<file path="src/pkg/ealu_pkg.sv">
// Constants, types and carriers shared by the eight-bit arithmetic datapath.
// Assumes a single core clock and a decoder that supplies operands each request.
//
// Notes on behaviour
// - Register add writes sum to destination; updates Z,C,N,V,H; one cycle.
// - Add with carry adds both registers plus carry; updates Z,C,N,V,H; one cycle.
// - Word add adds immediate to register pair; updates Z,C,N,V,S; two cycles.
// - Subtract register or immediate from destination; updates Z,C,N,V,H; one cycle.
// - Subtract operand and carry from destination; updates Z,C,N,V,H; one cycle.
// - Word subtract takes immediate from register pair; updates Z,C,N,V,S; two cycles.
// - AND, OR with register or constant, exclusive OR with register; update Z,N,V only; one cycle.
// - Mask-set ORs constant; mask-clear ANDs with all-ones minus constant; Z,N,V.
// - Test ANDs register with itself, value unchanged; sets Z,N,V; one cycle.
// - Three multiplies put 16-bit product in pair 1:0; update Z,C; two cycles.
// - Fractional multiplies shift product left one; pair 1:0; Z,C; two cycles.
package ealu_pkg;

    // ------------------------------------------------------------------
    // Status flag positions and masks
    // ------------------------------------------------------------------
    localparam int FLAG_C = 0;
    localparam int FLAG_Z = 1;
    localparam int FLAG_N = 2;
    localparam int FLAG_V = 3;
    localparam int FLAG_S = 4;
    localparam int FLAG_H = 5;

    localparam logic [7:0] MASK_NONE  = 8'h00;
    localparam logic [7:0] MASK_ZC    = 8'h03;
    localparam logic [7:0] MASK_ZNV   = 8'h0E;
    localparam logic [7:0] MASK_ZCNV  = 8'h0F;
    localparam logic [7:0] MASK_ZCNVS = 8'h1F;
    localparam logic [7:0] MASK_ZCNVH = 8'h2F;

    // ------------------------------------------------------------------
    // Data constants and cycle counts
    // ------------------------------------------------------------------
    localparam logic [7:0] ALL_ONES = 8'hFF;
    localparam logic [7:0] ZERO8    = 8'h00;
    localparam logic [7:0] MIN_NEG  = 8'h80;
    localparam logic [7:0] MAX_POS  = 8'h7F;
    localparam logic [1:0] CYCLES_SHORT = 2'h1;
    localparam logic [1:0] CYCLES_LONG  = 2'h2;
    localparam logic [1:0] CNT_RESET    = 2'h0;

    // ------------------------------------------------------------------
    // Operation codes selected by the decoder
    // ------------------------------------------------------------------
    typedef enum logic [4:0] {
        OP_ADD        = 5'h00, OP_ADD_CARRY  = 5'h01, OP_WORD_ADD   = 5'h02,
        OP_SUB        = 5'h03, OP_SUB_IMM    = 5'h04, OP_SUB_CARRY  = 5'h05,
        OP_SUB_IMM_C  = 5'h06, OP_WORD_SUB   = 5'h07, OP_AND        = 5'h08,
        OP_AND_IMM    = 5'h09, OP_OR         = 5'h0A, OP_OR_IMM     = 5'h0B,
        OP_XOR        = 5'h0C, OP_ONES_COMP  = 5'h0D, OP_TWOS_COMP  = 5'h0E,
        OP_MASK_SET   = 5'h0F, OP_MASK_CLEAR = 5'h10, OP_INC        = 5'h11,
        OP_DEC        = 5'h12, OP_TEST       = 5'h13, OP_CLEAR      = 5'h14,
        OP_SET_ONES   = 5'h15, OP_MUL_U      = 5'h16, OP_MUL_S      = 5'h17,
        OP_MUL_SU     = 5'h18, OP_FRACTIONAL_MULTIPLY_UNSIGNED_U     = 5'h19, OP_FRACTIONAL_MULTIPLY_UNSIGNED_S     = 5'h1A,
        OP_FRACTIONAL_MULTIPLY_UNSIGNED_SU    = 5'h1B
    } ealu_op_t;

    // ------------------------------------------------------------------
    // Carriers
    // ------------------------------------------------------------------
    typedef struct packed {
        ealu_op_t   op;
        logic [7:0] a;      // Destination, or low byte of the pair.
        logic [7:0] b;      // Source register or immediate.
        logic [7:0] a_hi;   // High byte of the pair for word operations.
        logic [7:0] flags;  // Current status flags.
    } ealu_req_t;

    typedef struct packed {
        logic       done;
        logic       write_en;
        logic       wide;
        logic       pair_fixed;
        logic [7:0] res_lo;
        logic [7:0] res_hi;
        logic [7:0] flags;
        logic [7:0] flag_mask;
    } ealu_ans_t;

    typedef struct packed {
        logic [7:0] r;
        logic       h;
        logic       c;
        logic       v;
    } ealu_arith_t;

    localparam ealu_ans_t ANS_RESET = '0;

endpackage

</file>
<file path="src/rtl/ealu_datapath.sv">
// Eight-bit arithmetic and logic datapath with multiplier and word unit.
// Assumes the decoder and register file run on ref_clk and hold a request
// only for the cycle in which req_valid is high and busy is low.
`timescale 1ns/1ps
`default_nettype none

module ealu_datapath
    import ealu_pkg::*;
(
    // Clock, reset and enable
    input  wire logic      ref_clk,
    input  wire logic      reset_n,
    input  wire logic      clk_en,
    // Request from the decoder
    input  wire logic      req_valid,
    input  wire ealu_req_t req,
    // Answer to the register file
    output var  ealu_ans_t ans,
    output logic           busy
);

    // ------------------------------------------------------------------
    // Helpers
    // ------------------------------------------------------------------

    // Eight-bit add with carry in, giving half carry, carry and overflow.
    function automatic ealu_arith_t add8(input logic [7:0] a, input logic [7:0] b,
                                         input logic cin);
        ealu_arith_t o;
        o.r = a + b + {7'h00, cin};
        o.h = (a[3] & b[3]) | (b[3] & ~o.r[3]) | (~o.r[3] & a[3]);
        o.c = (a[7] & b[7]) | (b[7] & ~o.r[7]) | (~o.r[7] & a[7]);
        o.v = (a[7] & b[7] & ~o.r[7]) | (~a[7] & ~b[7] & o.r[7]);
        return o;
    endfunction

    // Eight-bit subtract with borrow in; carry reads as borrow out.
    function automatic ealu_arith_t sub8(input logic [7:0] a, input logic [7:0] b,
                                         input logic cin);
        ealu_arith_t o;
        o.r = a - b - {7'h00, cin};
        o.h = (~a[3] & b[3]) | (b[3] & o.r[3]) | (o.r[3] & ~a[3]);
        o.c = (~a[7] & b[7]) | (b[7] & o.r[7]) | (o.r[7] & ~a[7]);
        o.v = (a[7] & ~b[7] & ~o.r[7]) | (~a[7] & b[7] & o.r[7]);
        return o;
    endfunction

    // Flags of a logic result: overflow cleared, zero and sign from the byte.
    function automatic logic [7:0] logic_flags(input logic [7:0] r);
        logic [7:0] f;
        f         = 8'h00;
        f[FLAG_Z] = (r == ZERO8);
        f[FLAG_N] = r[7];
        return f;
    endfunction

    // Flags of an eight-bit arithmetic result; chained ops keep a prior zero.
    function automatic logic [7:0] arith_flags(input ealu_arith_t x, input logic chain,
                                               input logic zin);
        logic [7:0] f;
        f         = 8'h00;
        f[FLAG_C] = x.c;
        f[FLAG_Z] = (x.r == ZERO8) & (~chain | zin);
        f[FLAG_N] = x.r[7];
        f[FLAG_V] = x.v;
        f[FLAG_H] = x.h;
        return f;
    endfunction

    // ------------------------------------------------------------------
    // Combinational operation unit
    // ------------------------------------------------------------------
    ealu_ans_t   calc;
    logic [1:0]  calc_cycles;
    ealu_arith_t ar;
    logic [16:0] word_sum;
    logic [15:0] word_val;
    logic [15:0] prod;
    logic [15:0] mres;
    logic        cin;

    always_comb begin
        cin         = req.flags[FLAG_C];
        ar          = add8(req.a, req.b, 1'b0);
        word_val    = {req.a_hi, req.a};
        word_sum    = 17'h00000;
        prod        = 16'h0000;
        mres        = 16'h0000;
        calc        = ANS_RESET;
        calc_cycles = CYCLES_SHORT;
        calc.done     = 1'b1;
        calc.write_en = 1'b1;
        unique case (req.op)
            OP_ADD, OP_ADD_CARRY: begin
                ar = add8(req.a, req.b, (req.op == OP_ADD_CARRY) & cin);
                calc.res_lo    = ar.r;
                calc.flags     = arith_flags(ar, 1'b0, 1'b0);
                calc.flag_mask = MASK_ZCNVH;
            end
            OP_SUB, OP_SUB_IMM, OP_SUB_CARRY, OP_SUB_IMM_C: begin
                // Carry variants only keep zero set if it was already set,
                // so that multi-byte differences test zero over all bytes.
                if (req.op == OP_SUB_CARRY || req.op == OP_SUB_IMM_C) begin
                    ar = sub8(req.a, req.b, cin);
                    calc.flags = arith_flags(ar, 1'b1, req.flags[FLAG_Z]);
                end else begin
                    ar = sub8(req.a, req.b, 1'b0);
                    calc.flags = arith_flags(ar, 1'b0, 1'b0);
                end
                calc.res_lo    = ar.r;
                calc.flag_mask = MASK_ZCNVH;
            end
            OP_WORD_ADD, OP_WORD_SUB: begin
                if (req.op == OP_WORD_ADD) begin
                    word_sum = {1'b0, word_val} + {9'h000, req.b};
                    calc.flags[FLAG_V] = ~req.a_hi[7] & word_sum[15];
                    calc.flags[FLAG_C] = req.a_hi[7] & ~word_sum[15];
                end else begin
                    word_sum = {1'b0, word_val} - {9'h000, req.b};
                    calc.flags[FLAG_V] = req.a_hi[7] & ~word_sum[15];
                    calc.flags[FLAG_C] = ~req.a_hi[7] & word_sum[15];
                end
                calc.res_lo        = word_sum[7:0];
                calc.res_hi        = word_sum[15:8];
                calc.wide          = 1'b1;
                calc.flags[FLAG_Z] = (word_sum[15:0] == 16'h0000);
                calc.flags[FLAG_N] = word_sum[15];
                calc.flags[FLAG_S] = word_sum[15] ^ calc.flags[FLAG_V];
                calc.flag_mask     = MASK_ZCNVS;
                calc_cycles        = CYCLES_LONG;
            end
            OP_AND, OP_AND_IMM, OP_OR, OP_OR_IMM, OP_XOR,
            OP_MASK_SET, OP_MASK_CLEAR, OP_TEST, OP_CLEAR: begin
                unique case (req.op)
                    OP_AND, OP_AND_IMM: calc.res_lo = req.a & req.b;
                    OP_OR, OP_OR_IMM:   calc.res_lo = req.a | req.b;
                    OP_XOR:             calc.res_lo = req.a ^ req.b;
                    OP_MASK_SET:        calc.res_lo = req.a | req.b;
                    OP_MASK_CLEAR:      calc.res_lo = req.a & (ALL_ONES - req.b);
                    OP_TEST:            calc.res_lo = req.a & req.a;
                    default:            calc.res_lo = req.a ^ req.a;
                endcase
                // Test leaves the register alone, so nothing is written back.
                calc.write_en  = (req.op != OP_TEST);
                calc.flags     = logic_flags(calc.res_lo);
                calc.flag_mask = MASK_ZNV;
            end
            OP_ONES_COMP: begin
                calc.res_lo        = ALL_ONES - req.a;
                calc.flags         = logic_flags(calc.res_lo);
                calc.flags[FLAG_C] = 1'b1;
                calc.flag_mask     = MASK_ZCNV;
            end
            OP_TWOS_COMP: begin
                ar = sub8(ZERO8, req.a, 1'b0);
                calc.res_lo    = ar.r;
                calc.flags     = arith_flags(ar, 1'b0, 1'b0);
                calc.flag_mask = MASK_ZCNVH;
            end
            OP_INC, OP_DEC: begin
                calc.res_lo = (req.op == OP_INC) ? req.a + 8'h01 : req.a - 8'h01;
                calc.flags  = logic_flags(calc.res_lo);
                calc.flags[FLAG_V] = (req.op == OP_INC) ? (calc.res_lo == MIN_NEG)
                                                        : (calc.res_lo == MAX_POS);
                calc.flag_mask = MASK_ZNV;
            end
            OP_SET_ONES: begin
                calc.res_lo    = ALL_ONES;
                calc.flag_mask = MASK_NONE;
            end
            OP_MUL_U, OP_MUL_S, OP_MUL_SU, OP_FRACTIONAL_MULTIPLY_UNSIGNED_U, OP_FRACTIONAL_MULTIPLY_UNSIGNED_S, OP_FRACTIONAL_MULTIPLY_UNSIGNED_SU: begin
                unique case (req.op)
                    // Extended to 16 bits first, so the whole 16-bit product is exact for every sign mode.
                    OP_MUL_U, OP_FRACTIONAL_MULTIPLY_UNSIGNED_U: prod = {8'h00, req.a} * {8'h00, req.b};
                    OP_MUL_S, OP_FRACTIONAL_MULTIPLY_UNSIGNED_S: prod = {{8{req.a[7]}}, req.a} * {{8{req.b[7]}}, req.b};
                    default:             prod = {{8{req.a[7]}}, req.a} * {8'h00, req.b};
                endcase
                // Fractional forms shift after the carry is taken from bit 15.
                if (req.op == OP_FRACTIONAL_MULTIPLY_UNSIGNED_U || req.op == OP_FRACTIONAL_MULTIPLY_UNSIGNED_S || req.op == OP_FRACTIONAL_MULTIPLY_UNSIGNED_SU) begin
                    mres = {prod[14:0], 1'b0};
                end else begin
                    mres = prod;
                end
                calc.res_lo        = mres[7:0];
                calc.res_hi        = mres[15:8];
                calc.wide          = 1'b1;
                calc.pair_fixed    = 1'b1;
                calc.flags[FLAG_C] = prod[15];
                calc.flags[FLAG_Z] = (mres == 16'h0000);
                calc.flag_mask     = MASK_ZC;
                calc_cycles        = CYCLES_LONG;
            end
            default: begin
                // Unused codes answer with no write and no flag change.
                calc.write_en  = 1'b0;
                calc.flag_mask = MASK_NONE;
            end
        endcase
        // Flags outside the mask carry the current value through.
        calc.flags = (calc.flags & calc.flag_mask) | (req.flags & ~calc.flag_mask);
    end

    // ------------------------------------------------------------------
    // Issue and completion sequencing
    // ------------------------------------------------------------------
    ealu_ans_t  ans_ff,  nxt_ans;
    ealu_ans_t  pend_ff, nxt_pend;
    logic [1:0] cnt_ff,  nxt_cnt;
    logic       busy_ff, nxt_busy;

    // A long operation parks its answer and releases it after the last cycle;
    // requests arriving meanwhile are dropped, so the decoder must stall on busy.
    always_comb begin
        nxt_ans  = ans_ff;
        nxt_pend = pend_ff;
        nxt_cnt  = cnt_ff;
        nxt_busy = busy_ff;
        nxt_ans.done     = 1'b0;
        nxt_ans.write_en = 1'b0;
        if (cnt_ff != CNT_RESET) begin
            nxt_cnt = cnt_ff - 2'h1;
            if (cnt_ff == CYCLES_SHORT) begin
                nxt_ans  = pend_ff;
                nxt_busy = 1'b0;
            end
        end else if (req_valid) begin
            if (calc_cycles == CYCLES_SHORT) begin
                nxt_ans = calc;
            end else begin
                nxt_pend = calc;
                nxt_cnt  = calc_cycles - 2'h1;
                nxt_busy = 1'b1;
            end
        end
    end

    // State registers, frozen while the clock enable is low.
    always_ff @(posedge ref_clk or negedge reset_n) begin
        if (!reset_n) begin
            ans_ff  <= ANS_RESET;
            pend_ff <= ANS_RESET;
            cnt_ff  <= CNT_RESET;
            busy_ff <= 1'b0;
        end else if (clk_en) begin
            ans_ff  <= nxt_ans;
            pend_ff <= nxt_pend;
            cnt_ff  <= nxt_cnt;
            busy_ff <= nxt_busy;
        end
    end

    assign ans  = ans_ff;
    assign busy = busy_ff;

endmodule

`default_nettype wire

</file>
<file path="config.mk">
export PLATFORM = sky130hd
export DESIGN_NAME = ealu_datapath
export DESIGN_NICKNAME = d
export VERILOG_FILES = /design/src/pkg/ealu_pkg.sv /design/src/rtl/ealu_datapath.sv
export SDC_FILE = /design/constraint.sdc
export NUM_CORES = 1
export LEC_CHECK = 0
export BUFFER_PORTS_ARGS = -buffer_cell sky130_fd_sc_hd__buf_2
export CORE_MARGIN = 5
export CORE_UTILIZATION = 30
export CTS_CLUSTER_DIAMETER = 30
export DETAILED_ROUTE_END_ITERATION = 8
export GPL_TIMING_DRIVEN = 0
export HOLD_SLACK_MARGIN = 0.05
export PLACE_DENSITY_LB_ADDON = 0.2
export SYNTH_ARGS = -nofsm -noshare
export SYNTH_HDL_FRONTEND = slang
export SYNTH_SLANG_ARGS = --single-unit
</file>
<file path="constraint.sdc">
create_clock -name ref_clk -period 1.79 [get_ports ref_clk]
set_clock_uncertainty 0.15 [all_clocks]
set_input_delay 0.179 -clock ref_clk [delete_from_list [all_inputs] [get_ports ref_clk]]
set_output_delay 0.179 -clock ref_clk [all_outputs]
set_load 0.01 [all_outputs]
</file>
Word-level counts from Yosys, hierarchy flattened
Index checks and enable logic that the tools add are counted.

cells by class
  $add $sub $neg = 13
  $mul = 3
  equal/unequal tests = 34
  muxes and demuxes = 35
  bitwise gates (word level) = 74
  reductions and logical operators = 34

operators with widths
  kind                                                              count
  36-bit two-way mux                                                4
  8-bit one-hot mux with 9 select lines                             1
  16-bit two-way mux                                                4
  5-bit == test (second input constant)                             12
  8-bit zero test                                                   7
  8-bit bitwise AND                                                 5
  5-bit by 4-bit == test with 1-bit output (second input constant)  8
  8-bit one-hot mux with 5 select lines                             1
  1-bit bitwise AND                                                 32
  16-bit zero test                                                  2
  8-bit by 8-bit multiplier with 16-bit output                      2
  16-bit one-hot mux with 2 select lines                            1
  6-bit one-hot mux with 5 select lines                             1
  3-bit one-hot mux with 7 select lines                             1
  5-bit by 3-bit == test with 1-bit output (second input constant)  4
  1-bit OR                                                          19
  19-bit OR reduction                                               1
  16-bit by 8-bit adder with 16-bit output                          1
  8-bit by 9-bit multiplier with 16-bit output                      1
  8-bit two-way mux                                                 2
  8-bit OR                                                          2
  2-bit one-hot mux with 8 select lines                             1
  8-bit one-hot mux with 2 select lines                             1
  16-bit by 8-bit subtractor with 16-bit output                     1
  other kinds (40)                                                  79

storage, ports and cells
  flip-flop bits (word level) = 75
  input bits = 41
  output and inout port bits = 37
  logic and storage cells = 211

Longest topological paths before layout
  depth in word-level cells = 13
  mapped depth = 24
  mapped depth without buffers = 22

Worst setup path before layout
Ideal clock, no wire load.

  path type = in2reg
  start point = input port req[27] in the netlist's numbering
  end point = register ans_ff (netlist bit ans[9])
  setup time = 77 ps
  arrival = 5221 ps
  data required time = 1563 ps
  path slack = -3658 ps
  stages on the path = 19
  path buffers = 1
  path through = clkbuf_1 -> inv_1 -> nor2_1 -> inv_1 -> fa_1 -> fa_1 -> fa_1 -> fa_1 -> inv_1 -> ha_1 -> nand2_1 -> o32ai_1 -> a41oi_1 -> xnor2_1 -> a222oi_1 -> nand4_1 -> a2111oi_2 -> nor3_1 -> o21ai_1

between the ends
  longest elaborated chain between the ends = 11
  elaborated cells between the ends (all ways) = 44
  classes of those cells = add/sub: 10; mul: 3; mux: 13; bitwise: 9; reduce/logical: 9

RTL lines
  what                                                                                                   RTL line                                    text
  from (decl)                                                                                            ealu_datapath.sv:16                         input wire ealu_req_t req,
  8-bit by 9-bit multiplier with 16-bit output (tied with other cells)                                   ealu_datapath.sv:176                        default: prod = {{8{req.a[7]}}, req.a} * {8'h00, req.b};
  16-bit one-hot mux with 2 select lines or 8-bit by 1-bit subtractor with 8-bit output (tied branches)  ealu_datapath.sv:172, ealu_datapath.sv:41
  16-bit two-way mux or 8-bit zero test (tied branches)                                                  ealu_datapath.sv:179, ealu_datapath.sv:63
  16-bit two-way mux or 1-bit bitwise AND (tied branches)                                                ealu_datapath.sv:93, ealu_datapath.sv:63
  16-bit zero test or 6-bit two-way mux (tied branches)                                                  ealu_datapath.sv:189, ealu_datapath.sv:103
  2-bit one-hot mux with 8 select lines *                                                                ealu_datapath.sv:93                         unique case (req.op)
  8-bit bitwise AND *                                                                                    ealu_datapath.sv:200                        calc.flags = (calc.flags & calc.flag_mask) | (req.flags & ~calc.flag_mask);
  8-bit OR *                                                                                             ealu_datapath.sv:200
  36-bit two-way mux *                                                                                   ealu_datapath.sv:227                        if (calc_cycles == CYCLES_SHORT) begin
  36-bit two-way mux *                                                                                   ealu_datapath.sv:226                        end else if (req_valid) begin
  36-bit two-way mux *                                                                                   ealu_datapath.sv:220                        if (cnt_ff != CNT_RESET) begin
  to (signal assigned)                                                                                   ealu_datapath.sv:245                        ans_ff <= nxt_ans;
  to (decl)                                                                                              ealu_datapath.sv:206                        ealu_ans_t ans_ff, nxt_ans;

Every way passes the cells marked *; elsewhere a longest branch is shown, timed or not. The select of a mux whose other input is x is not followed.
A chain may end at the register's enable or synchronous reset.

Worst setup path in the final report
  start point = input port req[24] in the netlist's numbering
  end point = register pend_ff[9] in the netlist's numbering

between the ends
  longest elaborated chain between the ends = 8
  elaborated cells between the ends (all ways) = 41
  classes of those cells = add/sub: 10; mul: 3; mux: 10; bitwise: 9; reduce/logical: 9

RTL lines
  what                                                                                                   RTL line                                    text
  8-bit by 9-bit multiplier with 16-bit output (tied with other cells)                                   ealu_datapath.sv:176
  16-bit one-hot mux with 2 select lines or 8-bit by 1-bit subtractor with 8-bit output (tied branches)  ealu_datapath.sv:172, ealu_datapath.sv:41
  16-bit two-way mux or 8-bit zero test (tied branches)                                                  ealu_datapath.sv:179, ealu_datapath.sv:63
  16-bit two-way mux or 1-bit bitwise AND (tied branches)                                                ealu_datapath.sv:93, ealu_datapath.sv:63
  16-bit zero test or 6-bit two-way mux (tied branches)                                                  ealu_datapath.sv:189, ealu_datapath.sv:103
  2-bit one-hot mux with 8 select lines *                                                                ealu_datapath.sv:93
  8-bit bitwise AND *                                                                                    ealu_datapath.sv:200
  8-bit OR *                                                                                             ealu_datapath.sv:200
  to (signal assigned)                                                                                   ealu_datapath.sv:246                        pend_ff <= nxt_pend;
  to (decl)                                                                                              ealu_datapath.sv:207                        ealu_ans_t pend_ff, nxt_pend;

Marks and branches as above.

==> flow_summary.toml <==
[run_status]
status = "finished, violations left"
violations = "setup timing"

[synthesis]
seq_area_frac_synth_pct = 13.6
synthCells = 1576
synth_edf_count = 0
yosys_warnings = 0
synth.distinct_cells = 85
postSynth.asyncResetShare_pct = 100
ys.flop_type = "dfrtp_1"
netlist_area_um2 = 12700
ys_ff_latch = 69
avgSynthCellArea_um2 = 8.04

[global_route]
grt_max_degree = 70
overflow = 0
grt_util_all_layers_pct = 21.8
grt_pass1_wl_um = 79700
grt_pass1_vias = 13000
antenna_found_initial = 1

[clocking]
cts_buffers = 9
clockRootBuffer = "clkbuf_16"
htree_levels = 3
cts_tree = "yes"
cts_sinks = 69
path_clk_slew_ns = 0.06
clockBufferDepth = 2
clk_latency_ns = 0.33

[route]
drt_iter0_markers = 992
wire_per_inst_um = 21.7
finalWirelength_um = 51600
drtAntennaViolNets = 0
route.vias.total = 12600
post-route-drc-count = 0
firstDrtPassIters = 5
vias_per_cell = 5.30

[sta]
setup_tns_ns = -83.51
finalMaxSlewViolations = 0
setup_violations = 66
rsz0062_at_grt = "yes"
setup_slack_ns = -3.42
period_minus_slack_ns = 5.21
period_share_pct = 291
hold_slack_ns = 0.0814
tightest_slew_ns = 1.28
finalHoldViolations = 0
timing.fmax_mhz = 192
relSlewSlack_pct = 14.3

[power]
power_frac_comb_pct = 79.7
power_density_nw_per_um2 = 1050
p_seq_share_pct = 10.4
peakVddDrop_uv = 2040
clkPwrFrac_pct = 9.9
p_leak_nw = 8.31
p_int_mw = 10.2
p_sw_mw = 9.38
switching_share_pct = 47.9

[critical_path]
cp-start-kind = "primary input"
crit_arrival_ns = 5.31
worst_path_largest_cell_delay_ns = 0.54
endpoint_kind = "flip-flop"
crit_buf_inv = 10
worstPathRequired_ns = 1.90
crit_type = "in2reg"
path_max_fanout = 6
critPathMostFrequentCell = "fa_1"
critPathSlowestCell = "fa_1"
crit_family = "adder cells"

[placed_design]
hpwlAfterDp_um = 40400
gp_congestion = 0.973
port-buffer-count = 73

[floorplan]
die_w_um = 215
start_util_pct = 30.3
rows = 75
dieArea_um2 = 46400
die_h_um = 215
ioPinCount = 78
core_area_um2 = 41900

[finish]
drive_above_1_share_pct = 35.4
area_delta_synth_final_pct = 46.6
insertedDiodeCount = 0
final_nets = 2144

[job]
cap_violations = 0

[hold_path]
worstHoldPathType = "in2reg"
-- logic make-up after synthesis --
group                    synth area share (%)
AO/OA/AOI/OAI                            18.4
XOR/XNOR                                 5.05
adder cells (fa/ha/maj)                  34.1
buffers and inverters                    9.38
flip-flops                               13.6
multiplexers                             1.30
other                                  0.0296
AND/OR/NAND/NOR                          18.1
-- area by class of cell --
cell class | count | area (µm²)
fillers | 4169 | 23300
multi-input cells | 1204 | 11800
repair buffers | 249 | 2120
flip-flops and latches | 69 | 1730
inverters | 241 | 1040
plain buffers | 61 | 847
well taps | 539 | 674
clock buffers | 12 | 256
clock inverters | 4 | 70.1
-- sequential cells by signal, indices dropped and copies added, names as in the netlist --
register  cells
ans          33
pend_ff      33
cnt_ff        2
busy          1
-- power groups by stage --
stage	registers [mW]	logic [mW]	clock network [mW]
final	2.03	15.6	1.93
after global routing	2.06	16.9	2.03
after CTS	2.02	14.0	1.96
after detailed placement	2.04	11.5	0
after global placement	2.03	11.5	0
after floorplan	2.05	8.08	0
-- worst reg2reg max path: cells and delay by family, from the launching register on --
kind / cells / cell delay [ns]
flip-flops: 1 / 0.47
AO/OA/AOI/OAI: 1 / 0.06
AND/OR/NAND/NOR: 3 / 0.65
buffers and inverters: 3 / 0.52
-- cell usage after synthesis (all sizes together), types with 8 or more instances --
cell type	n	area (µm²)
nand4	15	93.8
o21bai	10	75.1
xnor2	48	428
nand3	32	160
inv	239	897
a21o	13	97.6
o22ai	8	50.1
nor2b	9	56.3
nor2	141	529
dfrtp	69	1730
a221oi	11	96.3
a2111oi	8	76.3
nor3	34	170
nand2b	17	106
xor2	22	211
o21ai	84	420
or3	9	56.3
and3	11	68.8
a21oi	93	465
nand2	171	642
mux2i	12	120
o21a	10	75.1
a211oi	21	158
a31oi	16	100
ha	139	1740
buf	14	100
clkbuf	49	184
nor4	13	81.3
fa	129	2580
-- stage by stage --
stage / total power, mW / std cells / worst slack (ns) / area, µm² / utilization, %
2_1_floorplan: 10.1 / 1577 / -3.03 / 13600 / -
3_3_place_gp: 13.5 / 2189 / -5.04 / 14700 / 35.0
3_5_place_dp: 13.5 / 2190 / -4.97 / 14700 / 35.0
4_1_cts: 18.0 / 2345 / -3.40 / 17600 / 42.1
5_1_grt: 21.0 / 2379 / -3.61 / 18600 / 44.4
6_report: 19.6 / 2379 / -3.42 / 18600 / 44.4
-- cell usage in the layout (no fill, tap or decap), types with 15 or more instances in the layout --
master       n
nor2_4      22
nand2_2     15
nor3_1      30
fa_1       116
xnor2_1     37
buf_4      141
nor2_1     107
o21ai_0     27
nand4_1     15
nand3_1     28
clkbuf_16   25
o21ai_2     17
inv_2       27
o21ai_1     39
buf_6       31
ha_1        99
ha_4        32
a21oi_2     27
nand2_1    139
a21oi_1     59
inv_1      192
dfrtp_1     68
buf_12      21
buf_2       54
-- worst paths after layout --
check	from	endpoint	slack [ns]	cells past startpoint
max in group asynchronous	reset_n	cnt_ff[0]	0.50	2
min in group asynchronous	reset_n	ans[20]	0.36	2
setup reg to reg	cnt_ff[0]	pend_ff[25]	-0.19	7
hold reg to reg	ans[33]	ans[33]	0.31	2
hold / removal	clk_en	cnt_ff[0]	0.08	3
setup / recovery	req[24]	pend_ff[9]	-3.42	25
-- layer usage --
layer	wire [µm]	track usage [%]
met1	23200	30.9
met2	23300	34.6
met3	3250	3.18
met4	1820	6.64
met5	0	0
-- timing repair --
item,in CTS,in global routing
endpoints found under the hold margin,78,0
buffers inserted,136,36
resized for setup,333,155
pin swaps,117,109
cloned,1,0
hold buffers,7,0
endpoints found under the setup margin,62,66
Power figures use the tool's default switching activity.
